**src/inc/ccd_pkg.sv**
```systemverilog
// Register map, field layout and reset values for the clock output and converter clock block
package ccd_pkg;
  // ----------------------------------------------------------------
  // Register offsets
  // ----------------------------------------------------------------
  localparam logic [7:0] OUT_SRC_CFG_ADDR  = 8'h46;
  localparam logic [7:0] OUT_DIV_CFG_ADDR  = 8'h47;
  localparam logic [7:0] CONV_CFG_ADDR     = 8'h49;
  // ----------------------------------------------------------------
  // Reset values
  // ----------------------------------------------------------------
  localparam logic [7:0] OUT_SRC_CFG_RST   = 8'h00;
  localparam logic [7:0] OUT_DIV_CFG_RST   = 8'h01;
  localparam logic [7:0] CONV_CFG_RST      = 8'h00;
  localparam logic [7:0] UNMAPPED_READ     = 8'h00;
  // ----------------------------------------------------------------
  // Field positions
  // ----------------------------------------------------------------
  localparam int OUT_SRC_SEL_LSB           = 0;
  localparam int OUT_SRC_SEL_MSB           = 2;
  localparam int OUT_DIV_EN_BIT            = 7;
  localparam int OUT_DIV_VAL_LSB           = 0;
  localparam int OUT_DIV_VAL_MSB           = 6;
  localparam int CONV_FREQ_LSB             = 6;
  localparam int CONV_FREQ_MSB             = 7;
  localparam int CONV_SRC_AUTO_DIS_BIT     = 5;
  localparam int CONV_SRC_MANUAL_BIT       = 4;
  localparam int CONV_EN_AUTO_DIS_BIT      = 3;
  localparam int CONV_MANUAL_EN_BIT        = 2;
  localparam int CONV_DIV_LSB              = 0;
  localparam int CONV_DIV_MSB              = 1;
  // ----------------------------------------------------------------
  // Encodings and ratios
  // ----------------------------------------------------------------
  localparam int          RATIO_W          = 8;
  localparam logic [7:0]  OUT_DIV_ZERO_RATIO = 8'h80;
  localparam logic [6:0]  OUT_DIV_ZERO_CODE  = 7'h00;
  localparam logic [2:0]  SRC_PLL          = 3'h0;
  localparam logic [2:0]  SRC_SERIAL_PRI   = 3'h1;
  localparam logic [2:0]  SRC_SERIAL_SEC   = 3'h2;
  localparam logic [2:0]  SRC_CONTROL      = 3'h3;
  localparam logic [2:0]  SRC_OSC          = 3'h4;
  localparam logic [2:0]  SRC_DSP          = 3'h5;
  // Auto-mode divide exponent per frequency code, base source taken as the 12 MHz rate
  localparam logic [1:0]  FREQ_6M_EXP      = 2'h1;
  localparam logic [1:0]  FREQ_3M_EXP      = 2'h2;
  localparam logic [1:0]  FREQ_1M5_EXP     = 2'h3;
  localparam logic [1:0]  FREQ_12M_EXP     = 2'h0;
endpackage : ccd_pkg

```
**src/verilog/ccd_divider.sv**
```systemverilog
// Glitch-free half-period counting divider of a sampled source clock
`timescale 1ns/1ps
`default_nettype none
module ccd_divider #(
  parameter int RATIO_W = 8
) (
  input  wire logic               clk_in,
  input  wire logic               rst_in,
  input  wire logic               src_level_in,
  input  wire logic               enable_in,
  input  wire logic [RATIO_W-1:0] ratio_in,
  output logic                    clk_out
);
  // Refused at elaboration: a one-bit ratio cannot hold divide by two
  if (RATIO_W < 2) begin : g_bad_ratio_w
    $error("ccd_divider: RATIO_W too small");
  end

  logic               src_d_ff, nxt_src_d;
  logic               run_ff,   nxt_run;
  logic               out_ff,   nxt_out;
  logic [RATIO_W-1:0] cnt_ff,   nxt_cnt;
  logic [RATIO_W-1:0] ratio_ff, nxt_ratio;
  logic               edge_seen;
  logic               terminal;

  // ----------------------------------------------------------------
  // Next state
  // ----------------------------------------------------------------
  // Output toggles every ratio source edges, so odd ratios divide exactly
  always_comb begin
    edge_seen = src_level_in ^ src_d_ff;
    terminal  = edge_seen && (cnt_ff == ratio_ff - RATIO_W'(1));
    nxt_src_d = src_level_in;
    nxt_run   = run_ff;
    nxt_out   = out_ff;
    nxt_cnt   = cnt_ff;
    nxt_ratio = ratio_ff;
    if (!run_ff) begin
      if (enable_in) begin
        nxt_run   = 1'b1;
        nxt_cnt   = '0;
        nxt_ratio = ratio_in;
      end
    end else if (terminal) begin
      // Ratio picked up only on a phase boundary, so no runt phase
      nxt_cnt   = '0;
      nxt_ratio = ratio_in;
      if (!enable_in && !out_ff) begin
        nxt_run = 1'b0;
      end else begin
        nxt_out = ~out_ff;
      end
    end else if (edge_seen) begin
      nxt_cnt = cnt_ff + RATIO_W'(1);
    end
  end

  always_ff @(posedge clk_in) begin
    if (rst_in) begin
      src_d_ff <= 1'b0;
      run_ff   <= 1'b0;
      out_ff   <= 1'b0;
      cnt_ff   <= '0;
      ratio_ff <= RATIO_W'(1);
    end else begin
      src_d_ff <= nxt_src_d;
      run_ff   <= nxt_run;
      out_ff   <= nxt_out;
      cnt_ff   <= nxt_cnt;
      ratio_ff <= nxt_ratio;
    end
  end

  assign clk_out = out_ff;
endmodule : ccd_divider
`default_nettype wire

```
**src/verilog/ccd_clock_ctrl.sv**
```systemverilog
// Clock output divider and converter clock divider with their control registers
`timescale 1ns/1ps
`default_nettype none
module ccd_clock_ctrl (
  input  wire logic       clk_in,
  input  wire logic       rst_in,
  input  wire logic       reg_wr_en_in,
  input  wire logic       reg_rd_en_in,
  input  wire logic [7:0] reg_addr_in,
  input  wire logic [7:0] reg_wdata_in,
  input  wire logic       pll_clk_in,
  input  wire logic       serial_bclk_pri_in,
  input  wire logic       serial_bclk_sec_in,
  input  wire logic       control_clock_in,
  input  wire logic       osc_clk_in,
  input  wire logic       dsp_clk_in,
  input  wire logic       audio_clk_in,
  input  wire logic       audio_clk_detected_in,
  input  wire logic       conv_request_in,
  output logic [7:0]      reg_rdata_out,
  output logic            general_clock_output_out,
  output logic            conv_clock_out,
  output logic            conv_source_is_osc_out,
  output logic            conv_divider_on_out
);
  localparam int RW = ccd_pkg::RATIO_W;

  // ----------------------------------------------------------------
  // Helpers
  // ----------------------------------------------------------------
  function automatic logic [RW-1:0] pow2_ratio(input logic [1:0] exp_code);
    pow2_ratio = RW'(1) << exp_code;
  endfunction : pow2_ratio

  function automatic logic [1:0] freq_exp(input logic [1:0] code);
    unique case (code)
      2'h0: freq_exp = ccd_pkg::FREQ_6M_EXP;
      2'h1: freq_exp = ccd_pkg::FREQ_3M_EXP;
      2'h2: freq_exp = ccd_pkg::FREQ_1M5_EXP;
      2'h3: freq_exp = ccd_pkg::FREQ_12M_EXP;
    endcase
  endfunction : freq_exp

  // ----------------------------------------------------------------
  // Registers
  // ----------------------------------------------------------------
  logic [7:0] out_src_cfg_ff, nxt_out_src_cfg;
  logic [7:0] out_div_cfg_ff, nxt_out_div_cfg;
  logic [7:0] conv_cfg_ff,    nxt_conv_cfg;
  logic [7:0] rdata_ff,       nxt_rdata;
  logic       src_osc_ff,     nxt_src_osc;
  logic       conv_on_ff,     nxt_conv_on;

  always_comb begin
    nxt_out_src_cfg = out_src_cfg_ff;
    nxt_out_div_cfg = out_div_cfg_ff;
    nxt_conv_cfg    = conv_cfg_ff;
    nxt_rdata       = rdata_ff;
    if (reg_wr_en_in) begin
      unique case (reg_addr_in)
        ccd_pkg::OUT_SRC_CFG_ADDR: nxt_out_src_cfg = {5'h00, reg_wdata_in[2:0]};
        ccd_pkg::OUT_DIV_CFG_ADDR: nxt_out_div_cfg = reg_wdata_in;
        ccd_pkg::CONV_CFG_ADDR:    nxt_conv_cfg    = reg_wdata_in;
        default:                   nxt_conv_cfg    = conv_cfg_ff;
      endcase
    end
    if (reg_rd_en_in) begin
      unique case (reg_addr_in)
        ccd_pkg::OUT_SRC_CFG_ADDR: nxt_rdata = out_src_cfg_ff;
        ccd_pkg::OUT_DIV_CFG_ADDR: nxt_rdata = out_div_cfg_ff;
        ccd_pkg::CONV_CFG_ADDR:    nxt_rdata = conv_cfg_ff;
        default:                   nxt_rdata = ccd_pkg::UNMAPPED_READ;
      endcase
    end
  end

  always_ff @(posedge clk_in) begin
    if (rst_in) begin
      out_src_cfg_ff <= ccd_pkg::OUT_SRC_CFG_RST;
      out_div_cfg_ff <= ccd_pkg::OUT_DIV_CFG_RST;
      conv_cfg_ff    <= ccd_pkg::CONV_CFG_RST;
      rdata_ff       <= ccd_pkg::UNMAPPED_READ;
    end else begin
      out_src_cfg_ff <= nxt_out_src_cfg;
      out_div_cfg_ff <= nxt_out_div_cfg;
      conv_cfg_ff    <= nxt_conv_cfg;
      rdata_ff       <= nxt_rdata;
    end
  end

  // ----------------------------------------------------------------
  // Clock output divider control
  // ----------------------------------------------------------------
  logic [2:0]    clock_out_source_select;
  logic          clock_out_divider_enable;
  logic [6:0]    clock_out_divide_value;
  logic [RW-1:0] out_ratio;
  logic          out_src_level;

  always_comb begin
    clock_out_source_select  = out_src_cfg_ff[ccd_pkg::OUT_SRC_SEL_MSB:ccd_pkg::OUT_SRC_SEL_LSB];
    clock_out_divider_enable = out_div_cfg_ff[ccd_pkg::OUT_DIV_EN_BIT];
    clock_out_divide_value   = out_div_cfg_ff[ccd_pkg::OUT_DIV_VAL_MSB:ccd_pkg::OUT_DIV_VAL_LSB];
    if (clock_out_divide_value == ccd_pkg::OUT_DIV_ZERO_CODE) begin
      out_ratio = ccd_pkg::OUT_DIV_ZERO_RATIO;
    end else begin
      out_ratio = {1'b0, clock_out_divide_value};
    end
    // Reserved codes give a dead source, so the output stays static
    unique case (clock_out_source_select)
      ccd_pkg::SRC_PLL:        out_src_level = pll_clk_in;
      ccd_pkg::SRC_SERIAL_PRI: out_src_level = serial_bclk_pri_in;
      ccd_pkg::SRC_SERIAL_SEC: out_src_level = serial_bclk_sec_in;
      ccd_pkg::SRC_CONTROL:    out_src_level = control_clock_in;
      ccd_pkg::SRC_OSC:        out_src_level = osc_clk_in;
      ccd_pkg::SRC_DSP:        out_src_level = dsp_clk_in;
      default:                 out_src_level = 1'b0;
    endcase
  end

  ccd_divider #(.RATIO_W(RW)) u_out_div (
    .clk_in      (clk_in),
    .rst_in      (rst_in),
    .src_level_in(out_src_level),
    .enable_in   (clock_out_divider_enable),
    .ratio_in    (out_ratio),
    .clk_out     (general_clock_output_out)
  );

  // ----------------------------------------------------------------
  // Converter clock control
  // ----------------------------------------------------------------
  logic [1:0]    conv_clock_freq_select;
  logic          conv_source_auto_disable;
  logic          conv_source_manual_select;
  logic          conv_enable_auto_disable;
  logic          conv_manual_enable;
  logic [1:0]    conv_manual_divide;
  logic [RW-1:0] conv_ratio;
  logic          conv_src_level;

  always_comb begin
    conv_clock_freq_select    = conv_cfg_ff[ccd_pkg::CONV_FREQ_MSB:ccd_pkg::CONV_FREQ_LSB];
    conv_source_auto_disable  = conv_cfg_ff[ccd_pkg::CONV_SRC_AUTO_DIS_BIT];
    conv_source_manual_select = conv_cfg_ff[ccd_pkg::CONV_SRC_MANUAL_BIT];
    conv_enable_auto_disable  = conv_cfg_ff[ccd_pkg::CONV_EN_AUTO_DIS_BIT];
    conv_manual_enable        = conv_cfg_ff[ccd_pkg::CONV_MANUAL_EN_BIT];
    conv_manual_divide        = conv_cfg_ff[ccd_pkg::CONV_DIV_MSB:ccd_pkg::CONV_DIV_LSB];
    // Auto source falls back to the oscillator when no audio clock is seen
    if (conv_source_auto_disable) begin
      nxt_src_osc = conv_source_manual_select;
    end else begin
      nxt_src_osc = !audio_clk_detected_in;
    end
    if (conv_enable_auto_disable) begin
      nxt_conv_on = conv_manual_enable;
    end else begin
      nxt_conv_on = conv_request_in;
    end
    if (conv_enable_auto_disable) begin
      conv_ratio = pow2_ratio(conv_manual_divide);
    end else begin
      conv_ratio = pow2_ratio(freq_exp(conv_clock_freq_select));
    end
    conv_src_level = src_osc_ff ? osc_clk_in : audio_clk_in;
  end

  always_ff @(posedge clk_in) begin
    if (rst_in) begin
      src_osc_ff <= 1'b0;
      conv_on_ff <= 1'b0;
    end else begin
      src_osc_ff <= nxt_src_osc;
      conv_on_ff <= nxt_conv_on;
    end
  end

  // Source swap reaches the divider only as edges, ratio latched per phase
  ccd_divider #(.RATIO_W(RW)) u_conv_div (
    .clk_in      (clk_in),
    .rst_in      (rst_in),
    .src_level_in(conv_src_level),
    .enable_in   (conv_on_ff),
    .ratio_in    (conv_ratio),
    .clk_out     (conv_clock_out)
  );

  assign reg_rdata_out          = rdata_ff;
  assign conv_source_is_osc_out = src_osc_ff;
  assign conv_divider_on_out    = conv_on_ff;
endmodule : ccd_clock_ctrl
`default_nettype wire

```
**config.mk**
```make
export PLATFORM = sky130hd
export DESIGN_NAME = ccd_clock_ctrl
export DESIGN_NICKNAME = d
export VERILOG_FILES = /design/src/inc/ccd_pkg.sv /design/src/verilog/ccd_divider.sv /design/src/verilog/ccd_clock_ctrl.sv
export SDC_FILE = /design/constraint.sdc
export NUM_CORES = 1
export LEC_CHECK = 0
export ABC_AREA = 1
export BUFFER_PORTS_ARGS = -buffer_cell sky130_fd_sc_hd__buf_2
export CAP_MARGIN = 20
export CORE_MARGIN = 2
export CORE_UTILIZATION = 54
export CTS_CLUSTER_DIAMETER = 100
export DETAILED_ROUTE_END_ITERATION = 10
export HOLD_SLACK_MARGIN = 0.02
export PLACE_DENSITY = 0.77
export RECOVER_POWER = 25
export SKIP_CTS_REPAIR_TIMING = 1
export SYNTH_ARGS = -nofsm -noshare
export SYNTH_HDL_FRONTEND = slang
export SYNTH_HIERARCHICAL = 1
export SYNTH_SLANG_ARGS = --single-unit
```
**constraint.sdc**
```tcl
create_clock -name clk_in -period 2 [get_ports clk_in]
set_clock_uncertainty 0.2 [all_clocks]
set_input_delay 0.4 -clock clk_in [delete_from_list [all_inputs] [get_ports clk_in]]
set_output_delay 0.4 -clock clk_in [all_outputs]
set_load 0.05 [all_outputs]
```
==> implementation parameters, run 1 <==
Parameter                              Value

Status
  Outcome ... finished, violations left
  Violated checks ... negative setup slack

Placed design
  I/O Buffers ... 40
  Final weighted congestion of routability-driven global placement ... 0.867
  Total half-perimeter wirelength after legalization and detailed placement ... slightly above 7000 um
  Inst Count DP ... 728

Critical path
  Cells traversed along the worst timing path ... nor2_4 > nor3_1 > o21ai_1 > nand4_1 > xor2_1 > nand2_1 > nor2_2 > nand2_2 > nor2_4 > buf_12 > nand3_2 > nand3_1 > nand2_1 > nor2_1
  Type of the setup path with the least slack ... register to register
  Worst reg-to-reg path cell count ... 14
  Worst stage delay on the critical path ... 0.42 ns
  Maximum fanout along the worst path ... 5
  CP Data Required Time ... between 2 and 2.5 ns
  Worst reg2reg endpoint ... u_out_div/ratio_ff[2]
  Cell with the largest stage delay on the worst path ... sky130_fd_sc_hd__dfxtp_4
  Arrival @ worst endpoint ... about 2.3 ns
  Startpoint of the worst-slack reg-to-reg timing path ... out_src_cfg_ff[0]
  Worst-case register-to-register setup slack ... -0.23 ns
  Startpoint type of the worst setup path ... register
  Nature of the critical path endpoint ... register

Power and ir drop
  Leakage power total ... between 2 and 2.5 nW
  Peak VDD IR ... 0.000329 V
  P per Cell Area ... approximately 620 nW/um^2

STA
  Min Clock Period, post-route ... between 2 and 2.5 ns
  Number of endpoints failing setup at the final stage ... 27
  Final worst-path cycle share ... 112%
  Crit path setup slack, layout ... -0.233 ns
  Transition time at the pin with the least slew margin ... a little over 0.5 ns
  Endpoints failing hold ... 0
  RSZ-0062 raised after global routing ... yes
  Slew Limit Fails ... 0
  Max frequency ... 0.448 GHz
  Tightest slew margin relative to the limit ... 66.2%
  Aggregate negative setup slack ... -3.28 ns

Yosys
  Total number of yosys warnings ... 6
  Cells after synthesis ... ~590
  Netlist area before placement ... around 4100 um^2
  Synth cell types ... 30
  Sequential element share of the synthesized area ... 32.4%
  Number of synthesized register bits ... between 60 and 70
  Average footprint of a synthesized cell ... around 7 um^2

Routing
  Pre-antenna DRT Iters ... 5
  Post-DR wirelength/cell ... around 14 um
  Remaining design rule violation count ... 0
  Violation count after the first detailed-route iteration ... between 300 and 400
  Number of vias in the routed layout ... 3,995
  Vias per cell ... 5.28
  ANT nets after route ... 0
  Final routed wirelength across all metal layers ... 10,500 um

CTS
  CTS tree ... done
  Bufs on Longest Clock Path ... 2
  CTS sink cnt ... 67
  Clock-pin slew of the registers on the worst-case setup and hold paths ... roughly 0.09 ns
  Cell at the root of the clock tree ... sky130_fd_sc_hd__clkbuf_8
  Number of buffers created by CTS ... 9
  Skew-Pair Late Insertion Delay ... roughly 0.35 ns
  H-tree Lvls ... 3

Final layout
  Fraction of final layout cells sized beyond drive strength 1 ... between 30% and 40%
  Area taken by multi-input logic gates ... roughly 2600 um^2
  Highest-count cells in the layout ignoring fill and taps ... 123 x sky130_fd_sc_hd__nand2_1, 72 x sky130_fd_sc_hd__inv_1, 63 x sky130_fd_sc_hd__dfxtp_1
  Number of nets in the layout ... slightly below 700
  Footprint of the flip-flops and latches ... between 1000 and 1500 um^2
  Number of inserted diodes ... 0
  Most common cell after layout, fill and taps aside ... sky130_fd_sc_hd__nand2_1
  Area grow syn2layout ... 21.2%
  Finished Layout Cells ... roughly 760
  Layout fillers ... between 500 and 600

Run
  Max-capacitance violation count ... 0

GRT
  Vias in the first global route ... roughly 3,700
  Initial antenna violation count ... 0
  Global-route wire length before repair ... 17,000 um
  Pin count of the biggest net entering global routing ... 22
  Remaining Overflow, GRT ... 0
  Gr usage total ... 24.9%

Die
  Starting density of the core ... between 50% and 60%
  Die Width ... between 90 and 100 um
  I/O Pins ... 41
  Core Rows ... 31
  Chip height ... between 90 and 100 um
  Full die area ... 8380 um^2
  Area of the core ... between 7000 and 8000 um^2

Min path
  Hold Crit Start ... audio_clk_detected_in
  Path class of the lowest-slack min-delay path ... primary input to register
  Capture endpoint of the worst hold path ... conv_source_is_osc_out
  Depth of the worst hold-timing path ... 2
==> cells in the mapped netlist <==
master,number,area (um^2)
sky130_fd_sc_hd__o21ai_2,7,61.3
sky130_fd_sc_hd__xnor2_1,4,35.0
sky130_fd_sc_hd__o21ai_0,20,100
sky130_fd_sc_hd__nand3_4,4,70.1
sky130_fd_sc_hd__dfxtp_1,67,1340
sky130_fd_sc_hd__buf_2,3,15.0
sky130_fd_sc_hd__nor2_1,53,199
sky130_fd_sc_hd__nor2_4,8,90.1
sky130_fd_sc_hd__nand2_2,12,75.1
sky130_fd_sc_hd__a21oi_1,35,175
sky130_fd_sc_hd__nand4_1,8,50.1
sky130_fd_sc_hd__a21oi_2,27,236
sky130_fd_sc_hd__inv_1,75,282
sky130_fd_sc_hd__nand2_1,124,465
sky130_fd_sc_hd__nand3b_1,4,30.0
sky130_fd_sc_hd__nor2_8,2,40.0
sky130_fd_sc_hd__conb_1,1,3.75
sky130_fd_sc_hd__nand3_2,15,150
sky130_fd_sc_hd__nor4_1,1,6.26
sky130_fd_sc_hd__xor2_1,12,105
sky130_fd_sc_hd__o21ai_1,14,70.1
sky130_fd_sc_hd__clkbuf_1,10,37.5
sky130_fd_sc_hd__buf_12,1,20.0
sky130_fd_sc_hd__nor2_2,4,25.0
sky130_fd_sc_hd__inv_2,4,15.0
sky130_fd_sc_hd__nand3_1,55,275
sky130_fd_sc_hd__ha_1,6,75.1
sky130_fd_sc_hd__buf_6,6,67.6
sky130_fd_sc_hd__nor3_1,2,10.0
sky130_fd_sc_hd__mux2_2,1,11.3
==> worst max-delay path: cells and delay by family (launching register included) <==
family          cells  cell delay, ns
compound gates      1            0.09
xor+xnor            1            0.19
buf+inv             1            0.14
flops               1            0.42
simple gates       11            1.11
==> final cells by class <==
type | instances | area share [%]
sequential | 67 | 27.1
multi-input combinational | 428 | 51.7
clock buffer | 10 | 2.97
clock inverter | 6 | 1.05
tap | 99 | 2.47
timing repair buffer | 68 | 8.83
inverter | 79 | 5.96
==> flip-flops by register name, indices dropped and copies added, names as in the netlist, 3 cells and up <==
register,cells
reg_rdata_out,8
u_out_div/cnt_ff,8
conv_cfg_ff,8
out_src_cfg_ff,3
out_div_cfg_ff,8
u_conv_div/cnt_ff,8
u_out_div/ratio_ff,8
u_conv_div/ratio_ff,8
==> where the power goes <==
part | switching, W | total [W] | internal, W
combinational | 0.000360 | 0.000589 | 0.000230
clock | 0.000602 | 0.00115 | 0.000550
sequential | 0.0000363 | 0.00139 | 0.00136
==> layer usage <==
metal	GRT usage [%]	share of wire, %	up-vias
met5	0	0	-
met4	10.2	2.5	0
met3	3.90	4.6	18
met2	40.6	48	130
met1	32.8	45	1818
li1	-	-	2029
==> cells by family after synthesis <==
family / after synthesis / share of synthesized area [%]
simple gates: 292 / 35.9
flops: 67 / 32.4
xor+xnor: 16 / 3.39
compound gates: 103 / 15.5
fa+ha+maj: 6 / 1.81
other cells: 1 / 0.0906
buf+inv: 99 / 10.6
mux: 1 / 0.272
==> through the flow <==
stage	hold WS (ns)	setup slack, ns	power [W]	utilization [%]	area [um^2]
global route	0.0305	-0.357	0.00327	68.4	5010
floorplan	0.235	-0.00379	0.00173	-	4160
detailed placement	0.267	-0.382	0.00185	61.4	4500
finish	0.0448	-0.233	0.00313	68.4	5010
global placement	0.266	-0.321	0.00184	61.4	4500
CTS	0.0350	-0.309	0.00298	64.1	4700
==> worst max-delay path by stage <==
stage	cells after the start	to	slack, ns	startpoint
floorplan	10	u_conv_div/ratio_ff[0]	-0.004	conv_source_is_osc_out
global placement	13	u_out_div/ratio_ff[0]	-0.32	osc_clk_in
detailed placement	14	u_out_div/ratio_ff[1]	-0.38	osc_clk_in
CTS	13	u_out_div/ratio_ff[1]	-0.31	out_src_cfg_ff[0]
global route	14	u_out_div/ratio_ff[2]	-0.36	out_src_cfg_ff[1]
finish	14	u_out_div/ratio_ff[2]	-0.23	out_src_cfg_ff[0]
No activity file was read; power rests on OpenSTA's default activity.
==> inputs of run 2 (changes only) <==
Settings changed: GPL_TIMING_DRIVEN from default to 0.
==> run 2 against run 1 <==
The flow still finishes with violations (negative setup slack); clock-buffer cell count up 3; sequential power hardly changed; non-clock buffer count rose by 1; routed wire length fell by 6.9%; worst setup slack lost 0.010 ns; total power is 5.8% lower; die area unchanged; sequential share of layout area grew 0.59 points; critical endpoint is now u_out_div/ratio_ff[4].
==> implementation parameters, run 2 (same netlist as run 1, synthesis figures left out) <==
Parameter                              Value

Final layout
  Layout fillers ... 609 (+3.2%)
  Most common cell after layout, fill and taps aside ... sky130_fd_sc_hd__nand2_1
  Fraction of final layout cells sized beyond drive strength 1 ... 28.0% (-2.5 points)
  Area grow syn2layout ... 18.7%
  Number of nets in the layout ... 683 (-0.73%)
  Post-layout instance area ... 4910 um^2 (-2.0%)
  Number of inserted diodes ... 0 (unchanged)
  Highest-count cells in the layout ignoring fill and taps ... 124 x sky130_fd_sc_hd__nand2_1, 73 x sky130_fd_sc_hd__inv_1, 60 x sky130_fd_sc_hd__dfxtp_1

CTS
  Bufs on Longest Clock Path ... 2 (unchanged)
  CTS sink cnt ... 67 (unchanged)
  CTS tree ... done
  Cell at the root of the clock tree ... sky130_fd_sc_hd__clkbuf_8
  Skew-Pair Late Insertion Delay ... 0.34 ns (about the same)
  H-tree Lvls ... 3 (unchanged)
  Number of buffers created by CTS ... 9 (unchanged)
  Clock-pin slew of the registers on the worst-case setup and hold paths ... 0.07 ns (-0.02 ns)

Status
  Outcome ... finished, violations left
  Violated checks ... negative setup slack

STA
  RSZ-0062 raised after global routing ... yes
  Slew Limit Fails ... 0 (unchanged)
  Max frequency ... 0.446 GHz (-0.46%)
  Crit path setup slack, layout ... -0.243 ns (-0.0104 ns)
  Final worst-path cycle share ... 112% (+0.52 points)
  Min Clock Period, post-route ... 2.24 ns (+0.0104 ns)
  Transition time at the pin with the least slew margin ... 0.504 ns (-0.00204 ns)
  Endpoints failing hold ... 0 (unchanged)
  Final hold slack ... 0.0591 ns (+0.0142 ns)
  Tightest slew margin relative to the limit ... 66.1% (-0.13 points)
  Number of endpoints failing setup at the final stage ... 18 (-33%)

Routing
  Remaining design rule violation count ... 0 (unchanged)
  Pre-antenna DRT Iters ... 4 (-1)
  Post-DR wirelength/cell ... 13.0 um (-6.3%)
  Uppermost metal layer occupied by signal nets ... met4
  Final routed wirelength across all metal layers ... 9790 um (-6.9%)
  Vias per cell ... 5.25 (-0.47%)
  Sum of routed wire segments on met1 ... 4380 um (-6.8%)
  Violation count after the first detailed-route iteration ... 227 (-30%)
  ANT nets after route ... 0 (unchanged)
  Detailed-routed wire length on met2 ... 4820 um (-4.9%)
  Number of vias in the routed layout ... 3,950 (-1.1%)
  Met3 Wirelength ... 472 um (-3.1%)

GRT
  Vias in the first global route ... 3,570 (-2.7%)
  Global-route wire length before repair ... 16,000 um (-6.0%)
  Initial antenna violation count ... 0 (unchanged)
  Remaining Overflow, GRT ... 0 (unchanged)
  Gr usage total ... 23.4% (-1.5 points)
  Pin count of the biggest net entering global routing ... 16 (-27%)

Placed design
  Total half-perimeter wirelength after legalization and detailed placement ... 7150 um (-0.33%)
  Final weighted congestion of routability-driven global placement ... 0.934 (+7.8%)
  I/O Buffers ... 39 (-2.5%)
  Placement Cell Area ... 4480 um^2 (-0.50%)

Die
  Core Rows ... 31 (unchanged)
  Full die area ... 8380 um^2 (unchanged)
  Die Width ... 91.5 um (unchanged)
  Starting density of the core ... 56.4% (unchanged)
  Area of the core ... 7330 um^2 (unchanged)
  I/O Pins ... 41 (unchanged)
  Chip height ... 91.5 um (unchanged)

Critical path
  Arrival @ worst endpoint ... 2.28 ns (-0.02 ns)
  Worst reg2reg endpoint ... u_out_div/ratio_ff[4]
  Worst-case register-to-register setup slack ... -0.24 ns (about the same)
  Startpoint of the worst-slack reg-to-reg timing path ... out_src_cfg_ff[1]
  Maximum fanout along the worst path ... 8 (+3)
  CP Data Required Time ... 2.04 ns (-0.03 ns)
  Library cell appearing most often on the critical path ... sky130_fd_sc_hd__nor2_2
  Type of the setup path with the least slack ... register to register
  Nature of the critical path endpoint ... register
  Worst reg-to-reg path cell count ... 13 (-1)
  Startpoint type of the worst setup path ... register
  Worst stage delay on the critical path ... 0.36 ns (-0.06 ns)
  Cells traversed along the worst timing path ... inv_2 > nor3_2 > o21ai_1 > nand4_1 > xor2_1 > nand2_1 > nor2_2 > nand2_2 > nor2_4 > nand3_4 > buf_8 > a21oi_4 > nor2_2
  Cell with the largest stage delay on the worst path ... sky130_fd_sc_hd__dfxtp_2

Min path
  Path class of the lowest-slack min-delay path ... primary input to register
  Depth of the worst hold-timing path ... 2 (unchanged)
  Capture endpoint of the worst hold path ... conv_source_is_osc_out
  Hold Crit Start ... audio_clk_detected_in

Run
  Max-capacitance violation count ... 0 (unchanged)

Power and ir drop
  Leakage power total ... 2.18 nW (-1.6%)
  Peak VDD IR ... 0.000344 V (+4.6%)
  P per Cell Area ... 601 nW/um^2 (-3.9%)
-- run 2: cell types whose count changed in the layout (fill, tap and decap cells not counted), sizes merged --
cell	before	now
buf	68	58
clkbuf	10	24
clkinvlp	1	2
inv	83	79
nand3	80	74
-- run 2: critical path, delay by kind of cell, from the launching register on --
family / cells / cell delay (ns)
flip-flops: 1 / 0.36
XOR/XNOR: 1 / 0.24
buffers and inverters: 2 / 0.24
AND/OR/NAND/NOR: 8 / 0.88
AO/OA/AOI/OAI: 2 / 0.21
-- run 2: area by class of cell --
class                      count  area, um^2  area share [%]
tap                           99         124            2.52
timing repair buffer          49         304            6.19
sequential                    67        1360            27.6
buffer                        20         148            3.01
inverter                      79         297            6.04
clock inverter                 3        20.0           0.408
clock buffer                  13         179            3.64
multi-input combinational    422        2480            50.5
-- run 2: power by group --
part | internal [W] | switching, W | leakage [nW]
logic | 0.000167 | 0.000287 | 1.54
clock network | 0.000584 | 0.000519 | 0.0977
registers | 0.00136 | 0.0000338 | 0.545
-- run 2: stage by stage --
stage	utilization [%]	TNS, ns	power [W]	instances	setup WS (ns)
4_1_cts	63.8	-4.87	0.00293	742	-0.293
2_1_floorplan	-	-0.00379	0.00173	588	-0.00379
3_3_place_gp	61.1	-6.40	0.00182	726	-0.339
3_5_place_dp	61.1	-7.49	0.00184	726	-0.397
6_report	67.0	-3.14	0.00295	752	-0.243
5_1_grt	67.0	-6.61	0.00307	752	-0.405
-- run 2: how the worst max path moves through the flow --
stage	startpoint	slack (ns)	depth (start not counted)	endpoint
3_3_place_gp	osc_clk_in	-0.34	14	u_out_div/ratio_ff[0]
3_5_place_dp	osc_clk_in	-0.40	14	u_out_div/ratio_ff[6]
5_1_grt	out_src_cfg_ff[0]	-0.41	13	u_out_div/ratio_ff[4]
2_1_floorplan	conv_source_is_osc_out	-0.004	10	u_conv_div/ratio_ff[0]
4_1_cts	out_src_cfg_ff[2]	-0.29	13	u_out_div/ratio_ff[0]
6_report	out_src_cfg_ff[1]	-0.24	13	u_out_div/ratio_ff[4]
-- run 2: layer usage --
| metal | global-route usage (%) | up-vias |
|---|---|---|
| li1 | - | 2005 |
| met1 | 29.0 | 1811 |
| met2 | 40.4 | 123 |
| met3 | 4.48 | 11 |
| met4 | 7.95 | 0 |
| met5 | 0 | - |
==> inputs of run 3 (changes only) <==
Settings changed: BUFFER_PORTS_ARGS -buffer_cell sky130_fd_sc_hd__buf_2 to default, CORE_UTILIZATION 54 to 58, DONT_BUFFER_PORTS from default to 1, PLACE_DENSITY 0.77 to 0.76.
==> run 3 against run 2 <==
The flow still finishes with violations (negative setup slack); clock-buffer cell count is 3 lower; maximum frequency is 0.50% lower; sequential cell count stayed put; final area is 0.61% lower; core utilization is 4.5 points higher; largest cell class unchanged; critical endpoint is now u_conv_div/ratio_ff[1]; final cell count is 4.8% lower; non-clock buffer count is 34 lower; highest routed layer unchanged; total power is 4.9% higher; sequential share of layout area is 0.20 points higher.
==> implementation parameters, run 3 (same netlist as run 1, synthesis figures left out) <==
Parameter                              Value

Routing
  Pre-antenna DRT Iters ... 6 (+2)
  Remaining design rule violation count ... 0 (unchanged)
  Number of vias in the routed layout ... 3,816 (-3.4%)
  Violation count after the first detailed-route iteration ... 224 (-1.3%)
  Post-DR wirelength/cell ... 14.0 um (+7.7%)
  Final routed wirelength across all metal layers ... 10,000 um (+2.5%)
  ANT nets after route ... 0 (unchanged)
  Vias per cell ... 5.33 (+1.5%)

CTS
  Clock-pin slew of the registers on the worst-case setup and hold paths ... 0.08 ns (about the same)
  CTS tree ... done
  Number of buffers created by CTS ... 9 (unchanged)
  H-tree Lvls ... 3 (unchanged)
  Bufs on Longest Clock Path ... 2 (unchanged)
  CTS sink cnt ... 67 (unchanged)
  Cell at the root of the clock tree ... sky130_fd_sc_hd__clkbuf_8
  Skew-Pair Late Insertion Delay ... 0.35 ns (about the same)

Final layout
  Area grow syn2layout ... 18.0%
  Fin util ... 71.4% (+4.5 points)
  Highest-count cells in the layout ignoring fill and taps ... 119 x sky130_fd_sc_hd__nand2_1, 70 x sky130_fd_sc_hd__inv_1, 61 x sky130_fd_sc_hd__dfxtp_1
  Number of nets in the layout ... 650 (-4.8%)
  Fraction of final layout cells sized beyond drive strength 1 ... 25.3% (-2.7 points)
  Most common cell after layout, fill and taps aside ... sky130_fd_sc_hd__nand2_1
  Finished Layout Cells ... 716 (-4.8%)
  Number of inserted diodes ... 0 (unchanged)

Min path
  Depth of the worst hold-timing path ... 2 (unchanged)
  Path class of the lowest-slack min-delay path ... primary input to register

STA
  Min Clock Period, post-route ... 2.25 ns (+0.0113 ns)
  Transition time at the pin with the least slew margin ... 0.655 ns (+0.151 ns)
  Endpoints failing hold ... 0 (unchanged)
  Final worst-path cycle share ... 113% (+0.57 points)
  Slew Limit Fails ... 0 (unchanged)
  RSZ-0062 raised after global routing ... yes
  Aggregate negative setup slack ... -4.74 ns (-1.60 ns)
  Number of endpoints failing setup at the final stage ... 31 (+13)
  Tightest slew margin relative to the limit ... 56.3% (-9.8 points)
  Max frequency ... 0.444 GHz (-0.50%)
  Crit path setup slack, layout ... -0.255 ns (-0.0113 ns)

GRT
  Initial antenna violation count ... 0 (unchanged)
  Pin count of the biggest net entering global routing ... 16 (unchanged)
  Gr usage total ... 25.8% (+2.4 points)
  Global-route wire length before repair ... 15,700 um (-1.3%)
  Vias in the first global route ... 3,483 (-2.4%)
  Remaining Overflow, GRT ... 0 (unchanged)

Die
  I/O Pins ... 41 (unchanged)
  Starting density of the core ... 60.6% (+4.1 points)
  Full die area ... 7830 um^2 (-6.6%)
  Die Width ... 88.5 um (-3.4%)
  Chip height ... 88.5 um (-3.4%)
  Area of the core ... 6830 um^2 (-6.8%)
  Core Rows ... 30 (-3.2%)

Critical path
  Buf+Inv Stages, Crit Path ... 1 (-1)
  Maximum fanout along the worst path ... 5 (-3)
  Kind of cell with the highest combined delay on the critical path ... simple AND/OR/NAND/NOR gates
  Worst-case register-to-register setup slack ... -0.25 ns (about the same)
  Type of the setup path with the least slack ... register to register
  CP Data Required Time ... 2.05 ns (about the same)
  Library cell appearing most often on the critical path ... sky130_fd_sc_hd__nand2_2
  Worst stage delay on the critical path ... 0.47 ns (+0.11 ns)
  Cells traversed along the worst timing path ... mux2_4 > xor2_4 > nand2_2 > nor2_2 > nand2_2 > nor2_4 > nand3_4 > buf_8 > a21oi_2 > nor2_1
  Cell with the largest stage delay on the worst path ... sky130_fd_sc_hd__dfxtp_4
  Startpoint type of the worst setup path ... register
  Number of cells on the critical path ... 10 (-3)
  Nature of the critical path endpoint ... register
  Worst reg-to-reg path cell count ... 10 (-3)
  Arrival @ worst endpoint ... 2.30 ns (+0.02 ns)

Status
  Violated checks ... negative setup slack
  Outcome ... finished, violations left

Placed design
  Setup slack at placement ... -0.339 ns (+0.0580 ns)
  Inst Count DP ... 684 (-5.8%)
  I/O Buffers ... 0 (-100%)
  Final weighted congestion of routability-driven global placement ... 0.920 (-1.5%)
  Total half-perimeter wirelength after legalization and detailed placement ... 7040 um (-1.5%)

Power and ir drop
  P per Cell Area ... 634 nW/um^2 (+5.6%)
  Total power draw ... 0.00310 W (+4.9%)
  Leakage power total ... 2.07 nW (-5.1%)
  Peak VDD IR ... 0.000446 V (+30%)

Run
  Max-capacitance violation count ... 0 (unchanged)
run 3: changes by cell type in the layout (fill, tap and decap cells not counted), moves of 3 or more:
cell | previous run | this run
sky130_fd_sc_hd__buf_2 | 42 | 1
sky130_fd_sc_hd__o21ai_1 | 15 | 8
sky130_fd_sc_hd__o21ai_0 | 17 | 23
sky130_fd_sc_hd__nand2_1 | 124 | 119
sky130_fd_sc_hd__clkbuf_8 | 13 | 9
sky130_fd_sc_hd__a21oi_1 | 35 | 32
sky130_fd_sc_hd__a21oi_2 | 24 | 27
sky130_fd_sc_hd__dlygate4sd3_1 | 0 | 3
sky130_fd_sc_hd__inv_1 | 73 | 70
sky130_fd_sc_hd__nand2_4 | 1 | 4
run 3: power by group:
part | switching [W] | internal, W | leakage [nW]
clock network | 0.000576 | 0.000660 | 0.108
registers | 0.0000468 | 0.00136 | 0.545
logic | 0.000287 | 0.000169 | 1.42
run 3: final cells by class:
cell class,count,area (um^2)
buffer,20,150
clock buffer,10,149
clock inverter,6,68.8
fill,573,1950
inverter,79,297
multi-input combinational,423,2560
sequential,67,1360
tap,96,120
timing repair buffer,15,179
run 3: worst paths after layout:
check	start	to
max reg2reg	conv_source_is_osc_out	u_conv_div/ratio_ff[1]
min	reg_wdata_in[3]	out_div_cfg_ff[3]
min reg2reg	conv_cfg_ff[0]	conv_cfg_ff[0]
max	conv_source_is_osc_out	u_conv_div/ratio_ff[1]
run 3: per-layer routing:
layer  vias to the layer above  GRT usage (%)  share of wire [%]
met5                         -              0                  0
met4                         0           11.0                2.1
met3                        19           4.29                4.6
met2                       108           43.3                 49
met1                      1739           32.9                 44
li1                       1950              -                  -
run 3: metrics by stage:
step / cell area, um^2 / hold WS (ns)
CTS: 4500 / -0.106
floorplan: 4160 / 0.235
global route: 4880 / 0.0329
global placement: 4280 / 0.269
detailed placement: 4280 / 0.275
finish: 4880 / 0.0189
run 3: worst register-to-register path: stages (launching register included):
cell                      delay, ns
sky130_fd_sc_hd__dfxtp_4       0.47
sky130_fd_sc_hd__mux2_4        0.36
sky130_fd_sc_hd__xor2_4        0.16
sky130_fd_sc_hd__nand2_2       0.07
sky130_fd_sc_hd__nor2_2        0.09
sky130_fd_sc_hd__nand2_2       0.07
sky130_fd_sc_hd__nor2_4        0.21
sky130_fd_sc_hd__nand3_4       0.16
sky130_fd_sc_hd__buf_8         0.18
sky130_fd_sc_hd__a21oi_2       0.14
sky130_fd_sc_hd__nor2_1        0.06
